===== config.mk =====
export PLATFORM = sky130hd
export DESIGN_NAME = qgs_status
export DESIGN_NICKNAME = d
export VERILOG_FILES = /design/src/qgs_pkg.sv /design/src/qgs_status.sv /design/src/qgs_unit.sv
export SDC_FILE = /design/constraint.sdc
export NUM_CORES = 1
export LEC_CHECK = 0
export BUFFER_PORTS_ARGS = -buffer_cell sky130_fd_sc_hd__buf_2
export CAP_MARGIN = 0
export CORE_MARGIN = 5
export CORE_UTILIZATION = 55
export CTS_BUF_LIST = sky130_fd_sc_hd__clkbuf_4
export DETAILED_ROUTE_END_ITERATION = 8
export GPL_TIMING_DRIVEN = 0
export MAX_ROUTING_LAYER = met4
export PLACE_DENSITY = 0.93
export SKIP_LAST_GASP = 1
export SYNTH_ARGS = -nofsm -noshare
export SYNTH_HDL_FRONTEND = slang
export SYNTH_SLANG_ARGS = --single-unit

===== constraint.sdc =====
create_clock -name ref_clk -period 5.4 [get_ports ref_clk]
set_clock_uncertainty 0.05 [all_clocks]
set_input_delay 0.27 -clock ref_clk [delete_from_list [all_inputs] [get_ports ref_clk]]
set_output_delay 0.27 -clock ref_clk [all_outputs]
set_load 0.01 [all_outputs]

===== src/qgs_pkg.sv =====
// qgs_pkg: constants for the converter-unit global status register
// assumes: one 25 MHz clock, local register port from the host bridge
package qgs_pkg;
	// =====================================================================
	// register map
	localparam logic [9:0] STATUS_OFFSET = 10'h08C;
	localparam logic [31:0] STATUS_RESET = 32'h0000_0000;
	localparam int UNIT_COUNT = 8;
	localparam int NIBBLE = 4;
	// =====================================================================
	// bit positions inside each nibble
	localparam int BIT_BUSY = 0;
	localparam int BIT_SETTLE = 1;
	localparam int BIT_REQ = 2;
	localparam int BIT_UNDER = 3;
	// =====================================================================
	// timing
	localparam int CLK_PERIOD_NS = 40;
	localparam int SETTLE_TIME_NS = 10000;
	localparam int SETTLE_CYCLES = SETTLE_TIME_NS / CLK_PERIOD_NS;
	localparam int SETTLE_CNT_W = 9;
	// =====================================================================
	// unit control modes
	typedef enum logic [1:0] {
		MODE_IMMEDIATE,
		MODE_DEFERRED,
		MODE_TIMED,
		MODE_QUEUE
	} qgs_mode_type;
endpackage : qgs_pkg


===== src/qgs_status.sv =====
// qgs_status: global status register for eight converter units
// assumes: local register port of the bridge, same clock as unit control
//
// Overview of operation
// four bits per unit, unit one lowest
// timed fetch with pending request sets underflow
// underflow never alters sequencer data path
// timed-mode data request sets request flag
// write one clears flag, zero keeps
// flags meaningless and unset in queue mode
// settle high ten microseconds after update
// busy while converter transfer runs
// data writes accepted during transfers
// busy while deferred unit awaits load
// busy while sequencer runs, clears at idle
// software refills data then acknowledges request
// flags never halt the sequencer
// hardware set beats software clear
`timescale 1ns/10ps
module qgs_status #(
	parameter int UNITS = qgs_pkg::UNIT_COUNT,
	parameter int SETTLE_CYCLES = qgs_pkg::SETTLE_CYCLES
) (
	input wire logic ref_clk, // 25 MHz clock
	input wire logic reset, // async reset, high
	input wire logic [9:0] regAddr, // local byte address
	input wire logic regWrite, // write strobe
	input wire logic regRead, // read strobe
	input wire logic [31:0] regWdata, // write data
	input wire logic [2*UNITS-1:0] unitMode, // mode per unit, two bits each
	input wire logic [UNITS-1:0] seqFetch, // sequencer fetch pulses
	input wire logic [UNITS-1:0] outputUpdate, // analog update pulses
	input wire logic [UNITS-1:0] xferActive, // converter transfer levels
	input wire logic [UNITS-1:0] loadWait, // load-wait levels
	input wire logic [UNITS-1:0] seqRunning, // sequencer run levels
	input wire logic [UNITS-1:0] ctrlIdle, // control idle levels
	output logic [31:0] regRdata, // read data
	output logic regAck, // access done
	output logic [UNITS-1:0] seqStall // always low, flags never stall
);
	logic [31:0] statusWord;
	logic [31:0] regRdata_r;
	logic regAck_r;
	// =====================================================================
	// decode
	wire hitStatus = (regAddr == qgs_pkg::STATUS_OFFSET);
	wire clrStrobe = regWrite && hitStatus;
	wire [31:0] readMux = hitStatus ? statusWord : 32'h0000_0000;
	wire [31:0] clrMask = clrStrobe ? regWdata : 32'h0000_0000;

	// =====================================================================
	// per-unit status nibbles
	genvar u;
	generate
		for (u = 0; u < UNITS; u++) begin : gUnit
			qgs_unit #(
				.SETTLE_CYCLES(SETTLE_CYCLES)
			) uUnit (
				.ref_clk(ref_clk),
				.reset(reset),
				.mode(qgs_pkg::qgs_mode_type'(unitMode[2*u +: 2])),
				.seqFetch(seqFetch[u]),
				.outputUpdate(outputUpdate[u]),
				.xferActive(xferActive[u]),
				.loadWait(loadWait[u]),
				.seqRunning(seqRunning[u]),
				.ctrlIdle(ctrlIdle[u]),
				.clrUnder(clrMask[u*qgs_pkg::NIBBLE + qgs_pkg::BIT_UNDER]),
				.clrReq(clrMask[u*qgs_pkg::NIBBLE + qgs_pkg::BIT_REQ]),
				.nibble(statusWord[u*qgs_pkg::NIBBLE +: qgs_pkg::NIBBLE])
			);
		end
		if (UNITS * qgs_pkg::NIBBLE < 32) begin : gPad
			assign statusWord[31:UNITS*qgs_pkg::NIBBLE] = '0;
		end
	endgenerate

	// =====================================================================
	// register port: writes never blocked, one-cycle answer
	always_ff @(posedge ref_clk or posedge reset) begin
		if (reset) begin
			regRdata_r <= qgs_pkg::STATUS_RESET;
			regAck_r <= 1'b0;
		end else begin
			regRdata_r <= regRead ? readMux : regRdata_r;
			regAck_r <= regRead || regWrite;
		end
	end
	assign regRdata = regRdata_r;
	assign regAck = regAck_r;

	// sequencer is never held by a flag; kept as a register for clean output
	logic [UNITS-1:0] seqStall_r;
	always_ff @(posedge ref_clk or posedge reset) begin
		if (reset) begin
			seqStall_r <= '0;
		end else begin
			seqStall_r <= '0;
		end
	end
	assign seqStall = seqStall_r;

	ack_one_a: assert property (@(posedge ref_clk) disable iff (reset)
		(regWrite || regRead) |=> regAck)
		else $error("access not answered");
	read_data_a: assert property (@(posedge ref_clk) disable iff (reset)
		(regRead && hitStatus) |=> (regRdata == $past(statusWord)))
		else $error("status read wrong");
	never_stall_a: assert property (@(posedge ref_clk) disable iff (reset)
		(|statusWord) |-> (seqStall == '0))
		else $error("flag stalled sequencer");
endmodule : qgs_status


===== src/qgs_unit.sv =====
// qgs_unit: one converter unit's four status bits
// assumes: events come from same-clock control logic, clear from register write
`timescale 1ns/10ps
module qgs_unit #(
	parameter int SETTLE_CYCLES = qgs_pkg::SETTLE_CYCLES
) (
	input wire logic ref_clk, // clock
	input wire logic reset, // async reset, high
	input wire qgs_pkg::qgs_mode_type mode, // unit mode
	input wire logic seqFetch, // sequencer fetches data for next sequence
	input wire logic outputUpdate, // analog outputs updated
	input wire logic xferActive, // transfer to converter running
	input wire logic loadWait, // deferred unit waiting for load
	input wire logic seqRunning, // sequencer running
	input wire logic ctrlIdle, // control logic idle
	input wire logic clrUnder, // write-one clear of underflow
	input wire logic clrReq, // write-one clear of request
	output logic [3:0] nibble // status nibble
);
	logic underFlag_r;
	logic reqFlag_r;
	logic settle_r;
	logic busy_r;
	logic [qgs_pkg::SETTLE_CNT_W-1:0] settleCnt_r;
	// =====================================================================
	// event decode
	wire timedFetch = seqFetch && (mode == qgs_pkg::MODE_TIMED);
	wire underSet = timedFetch && reqFlag_r;
	wire busyCause = xferActive || loadWait || seqRunning;
	wire settleLast = (settleCnt_r == qgs_pkg::SETTLE_CNT_W'(1));
	// =====================================================================
	// flags: set wins over clear
	always_ff @(posedge ref_clk or posedge reset) begin
		if (reset) begin
			underFlag_r <= 1'b0;
			reqFlag_r <= 1'b0;
		end else begin
			underFlag_r <= underSet | (underFlag_r & ~clrUnder);
			reqFlag_r <= timedFetch | (reqFlag_r & ~clrReq);
		end
	end
	// =====================================================================
	// settle timer, restarted by each update
	always_ff @(posedge ref_clk or posedge reset) begin
		if (reset) begin
			settleCnt_r <= '0;
			settle_r <= 1'b0;
		end else if (outputUpdate) begin
			settleCnt_r <= qgs_pkg::SETTLE_CNT_W'(SETTLE_CYCLES);
			settle_r <= 1'b1;
		end else if (settle_r) begin
			settleCnt_r <= settleCnt_r - qgs_pkg::SETTLE_CNT_W'(1);
			settle_r <= !settleLast;
		end
	end
	// =====================================================================
	// busy holds until control is back in idle
	always_ff @(posedge ref_clk or posedge reset) begin
		if (reset) begin
			busy_r <= 1'b0;
		end else if (busyCause) begin
			busy_r <= 1'b1;
		end else if (ctrlIdle) begin
			busy_r <= 1'b0;
		end
	end
	assign nibble = {underFlag_r, reqFlag_r, settle_r, busy_r};

	under_set_a: assert property (@(posedge ref_clk) disable iff (reset)
		underSet |=> underFlag_r)
		else $error("underflow flag not set");
	set_priority_a: assert property (@(posedge ref_clk) disable iff (reset)
		(timedFetch && clrReq) |=> reqFlag_r)
		else $error("request set lost to clear");
	queue_quiet_a: assert property (@(posedge ref_clk) disable iff (reset)
		(mode == qgs_pkg::MODE_QUEUE && !reqFlag_r) |=> !reqFlag_r)
		else $error("request flag set in queue mode");
	settle_time_a: assert property (@(posedge ref_clk) disable iff (reset)
		(outputUpdate ##1 !outputUpdate [*8]) |-> settle_r)
		else $error("settle dropped early");
	busy_hold_a: assert property (@(posedge ref_clk) disable iff (reset)
		(busy_r && !ctrlIdle && !busyCause) |=> busy_r)
		else $error("busy cleared while not idle");
endmodule : qgs_unit


* Word-level counts from Yosys, hierarchy flattened
Cells that the tools add are included.
** Cells by class
- Add/subtract/negate cells :: 8
- Multiply operators :: 0
- Div/mod/pow operators :: 0
- $lt $le $gt $ge :: 0
- Eq/ne operators :: 17
- Shift operators :: 0
- Multiplexer cells :: 50
- Bitwise gates (word level) :: 48
- Reductions and logical operators :: 58
** Operator list (number)
- two-way mux 9 bit :: 16
- == test 9 x 1 -> 1 bit (second input constant) :: 8
- subtractor 9 x 1 -> 9 bit (second input constant) :: 8
- two-way mux 32 bit :: 2
- two-way mux 1 bit :: 32
- nonzero test 2 bit :: 16
- logical AND 1 bit :: 17
- logical OR 1 bit :: 17
- bitwise AND 1 bit :: 16
- == test 2 bit (second input constant) :: 8
- inverter 1 bit :: 16
- bitwise OR 1 bit :: 16
- == test 10 x 8 -> 1 bit (second input constant) :: 1
- zero test 1 bit :: 8
** Word-level totals
- Register bits :: 137
- Latch bits :: 0
- Bits in writable memories :: 0
- ROM bits :: 0
- Input bits :: 110
- Logic and storage cells :: 223
- Memories kept :: 0

* Logic depth before layout (Yosys ltp)
- Depth in word-level cells :: 6
- Depth in mapped cells :: 5
- Depth with buffers taken out :: 5

* Modules after synthesis
A second synthesis with hierarchy kept.
** Unflattened totals
- Cells, all modules :: 762
- Area, all modules :: 7365.8 µm²
** By module, submodules not included
- qgs_unit :: times used 8, cells an instance 71, area an instance 708.2 µm²
- qgs_status :: times used 1, cells an instance 194, area an instance 1700.4 µm²

* Worst setup path before layout
No wires, ideal clock.
- Kind :: register to register
- Start :: reg gUnit[2].uUnit.settleCnt_r[2] (netlist name)
- End :: reg gUnit[2].uUnit.settleCnt_r[6] (netlist name)
- Setup time :: 136 ps
- Data arrival time :: 1621 ps
- Path slack :: 3593 ps
- Cell stages (with the launch flop) :: 5
- Cells stage by stage :: dfrtp_1 > or4_1 > clkbuf_1 > o21ai_0 > or3b_2
** Between the ends
- Cells in the longest elaborated chain, start to end :: 3
** Ends and longest elaborated chain
- start, declared :: RTL line qgs_unit.sv:24 : logic [qgs_pkg::SETTLE_CNT_W-1:0] settleCnt_r;
- start signal, assigned :: RTL line qgs_unit.sv:49 : settleCnt_r <= qgs_pkg::SETTLE_CNT_W'(SETTLE_CYCLES);
- start signal, assigned :: RTL line qgs_unit.sv:52 : settleCnt_r <= settleCnt_r - qgs_pkg::SETTLE_CNT_W'(1);
- subtractor 9 x 1 -> 9 bit :: RTL line qgs_unit.sv:52
- two-way mux 9 bit :: RTL line qgs_unit.sv:51 : end else if (settle_r) begin
- two-way mux 9 bit :: RTL line qgs_unit.sv:48 : end else if (outputUpdate) begin
No other way between the ends. The select of a mux whose other input is x is not followed.
A chain may end at the register's enable or synchronous reset.

* Final worst setup path
- Start :: reg gUnit[2].uUnit.settleCnt_r[2] (netlist name)
- End :: reg gUnit[2].uUnit.settleCnt_r[8] (netlist name)
Same word-level chain as after synthesis.

==> summary.txt <==
Outcome
  • Status: finished, final reports clean

Yosys
  • Yosys top cell area share: 0.531
  • Synth top area cells: dfrtp_1 (53%), inv_1 (3.5%), ha_1 (3.1%), o22ai_1 (3.1%), nand2_1 (2.9%)
  • Cell variety after synth: 40
  • Multiplexer share of the synthesized area: 0.0118
  • Post-synth ARST share: 1.00
  • EDFF count, synth: 0
  • Yosys top cell by area: dfrtp_1
  • Yosys warnings: 0
  • Top FF cell, synth: dfrtp_1
  • Simple-gate share of the synthesized area: 0.220
  • Sequential area share after synthesis: 0.531
  • Synthesized area: 6460 sq um
  • Yosys reg bits: 137
  • Avg Cell Area, Syn: 10.0 sq um
  • Synth Area in Adders: 0.0310
  • Compound-gate portion of the synthesized area: 0.122
  • Largest family of logic cells by synthesized area: simple AND/OR/NAND/NOR gates
  • Synthesized instance count: 643
  • XOR/XNOR share of the synthesized area: 0.0217

Global route
  • Met3 Use GR: 0.0688
  • Grt ovf: 0
  • Pin count of the biggest net entering global routing: 72
  • Met2 global-route usage: 0.372
  • Initial antenna violation count: 0
  • Grt met1 use: 0.281
  • First-pass GRT wire length: 25600 microns
  • Total global-route track usage: 0.230
  • Gr busiest metal: met2
  • Vias in the first global route: 5416

Detailed routing
  • Final wirelength: 15300 microns
  • Routed via count: 5431
  • Drt wl/cell: 15.5 microns
  • Detail Route Antenna Nets: 0
  • DRC viols: 0
  • Vias per inst: 5.53
  • Initial drt markers: 434
  • First-pass DRT Iterations: 5

Pwr
  • Clk network pwr share: 0.323
  • Leakage power: 3.48 nW
  • Power Density: 247 nW/um^2
  • Internal power: 1.42 mW
  • Maximum VDD drop: 0.200 mV
  • Psw: 0.526 mW
  • Comb pwr share: 0.115
  • Sequential Power Share: 0.561
  • Sw Share: 0.270

Setup path
  • CP Launch Type: flip-flop
  • Critical Path RT: 5.79 ns
  • Worst endpoint data arrival time: 2.39 ns
  • Critical Path End Type: flip-flop
  • Setup CP Type: reg -> reg
  • Crit-path max FO: 7

Placement
  • Dpl cell area: 7320 sq um
  • DP Worst Slack: 2.91 ns
  • I/O Buffers: 125
  • DP Wirelength: 10300 microns
  • Placed Instances: 919
  • RePlAce Congestion: 0.837

STA
  • Slew HR: 0.551
  • Final hold viol count: 0
  • Final period util: 0.370
  • Hold_ws: 0.0455 ns
  • Max Fclk: 500 MHz
  • Final setup viols: 0
  • Worst Tran Pin Value: 0.673 ns
  • Final WS setup: 3.40 ns
  • Tmin final: 2.00 ns
  • Max Slew Vio Count: 0
  • RSZ-0062 raised after global routing: no

Clock network
  • Clk_lat worst skew: 0.54 ns
  • Postcts setup bufs: 0
  • Hold_buf cts: 33
  • CTS tree: yes
  • Clock sink count: 137
  • H-tree lvl count: 4
  • Post-CTS sizing: 0
  • Clock Path Buffers: 2
  • CTS Buf Count: 17
  • CTS clk-pin slew, worst paths: 0.12 ns
  • Root buf cell: clkbuf_4

Cells and area
  • Commonest non-fill, non-tap cell in the layout: dfrtp_1
  • Nets: 954
  • Filler cell count: 821
  • Layout cells sized above 1: 0.231
  • Area Overhead vs Synth: 22.3%
  • Layout Cells excl Fill: 982
  • Most frequent cells in the layout: dfrtp_1 (137), buf_2 (126), inv_1 (59)
  • Final Cell Area: 7900 sq um
  • Ant. Diodes: 0

Flow run
  • Total of max-cap violations: 0

Die
  • IO Count: 151
  • Die width: 118 microns
  • Die height: 118 microns
  • Std-Cell Rows: 39
  • Initial Utilization: 0.563
  • Core box area: 11500 sq um
  • Die area: 14000 sq um

Hold path
  • Worst hold-check path type: in -> reg
## synthesized netlist by cell type, types with 2 or more instances
cell type	instances
a21oi_1	3
a221o_1	8
a31oi_1	6
and3b_1	8
buf_4	8
clkbuf_1	29
dfrtp_1	137
ha_1	16
inv_1	60
mux2_2	5
mux2i_1	2
nand2_1	50
nand2b_1	16
nand3_1	4
nor2_1	33
nor2b_1	15
nor3_1	33
nor4_1	21
o21ai_0	37
o22a_1	8
o22ai_1	32
o31a_1	12
o31a_2	2
o31ai_1	6
o41ai_1	2
or2_2	3
or3_1	24
or3b_1	6
or3b_2	21
or4_1	12
xnor2_1	8
xor2_1	8
## power by group through the flow
| stage | Clock (mW) | Sequential [mW] | Combinational, mW |
|---|---|---|---|
| 2_1_floorplan | 0 | 1.11 | 0.135 |
| 3_3_place_gp | 0 | 1.11 | 0.193 |
| 3_5_place_dp | 0 | 1.11 | 0.207 |
| 4_1_cts | 0.643 | 1.09 | 0.225 |
| 5_1_grt | 0.693 | 1.10 | 0.255 |
| 6_report | 0.631 | 1.09 | 0.225 |
## cell families after synthesis
| group | after synthesis |
|---|---|
| DFF | 137 |
| AOI/OAI and AO/OA | 117 |
| adders and majority gates | 16 |
| buffers and inverters | 99 |
| other | 1 |
| muxes | 7 |
| xor gates and xnor gates | 16 |
| and+or+nand+nor | 250 |
## layout make-up
class	instances	area [sq um]	area share
Inverter	60	230	0.0292
Clock buffer	18	135	0.0171
Sequential cell	137	3430	0.434
Timing Repair Buffer	159	983	0.125
Tap cell	143	179	0.0227
Multi-Input combinational cell	414	2650	0.336
Clock inverter	12	110	0.0139
Buffer	39	178	0.0225
## critical path: stages, from the launching register on
cell and delay [ns]:
dfrtp_1 0.47, or4_1 0.55, clkbuf_1 0.17, nor4_1 0.29, mux2_2 0.38
## state kept, by name (all words and copies together) (netlist names)
name                     cells
gUnit.uUnit.underFlag_r      8
regAck                       1
gUnit.uUnit.settle_r         8
gUnit.uUnit.reqFlag_r        8
gUnit.uUnit.busy_r           8
gUnit.uUnit.settleCnt_r     72
regRdata                    32
## path summary, 6_finish.rpt
path / from / to / slack, ns / depth (start not counted)
max: gUnit[2].uUnit.settleCnt_r[2]$_DFFE_PP0P_ / gUnit[2].uUnit.settleCnt_r[8]$_DFFE_PP0P_ / 3.40 / 4
min: regWdata[27] / gUnit[6].uUnit.underFlag_r$_DFF_PP0_ / 0.05 / 3
max reg2reg: gUnit[2].uUnit.settleCnt_r[2]$_DFFE_PP0P_ / gUnit[2].uUnit.settleCnt_r[8]$_DFFE_PP0P_ / 3.40 / 4
min reg2reg: regRdata[29]$_DFFE_PP0P_ / regRdata[29]$_DFFE_PP0P_ / 0.48 / 2
max in group asynchronous: reset / gUnit[5].uUnit.settle_r$_DFF_PP0_ / 4.24 / 4
min in group asynchronous: reset / regRdata[16]$_DFFE_PP0P_ / 0.32 / 3
## metrics by stage
step                      setup TNS, ns  power (mW)   util
after global routing                  0        2.05  0.688
after detailed placement              0        1.32  0.638
after CTS                             0        1.96  0.688
after global placement            -8.05        1.31  0.635
final                                 0        1.95  0.688
after floorplan                       0        1.24      -
## per-layer routing
metal  up-vias  part of all wire
met1      2601              0.42
met5         -                 0
met2       177              0.50
met4         0             0.017
met3        26             0.062
li1       2627                 -
No activity file was read; power rests on OpenSTA's default activity.
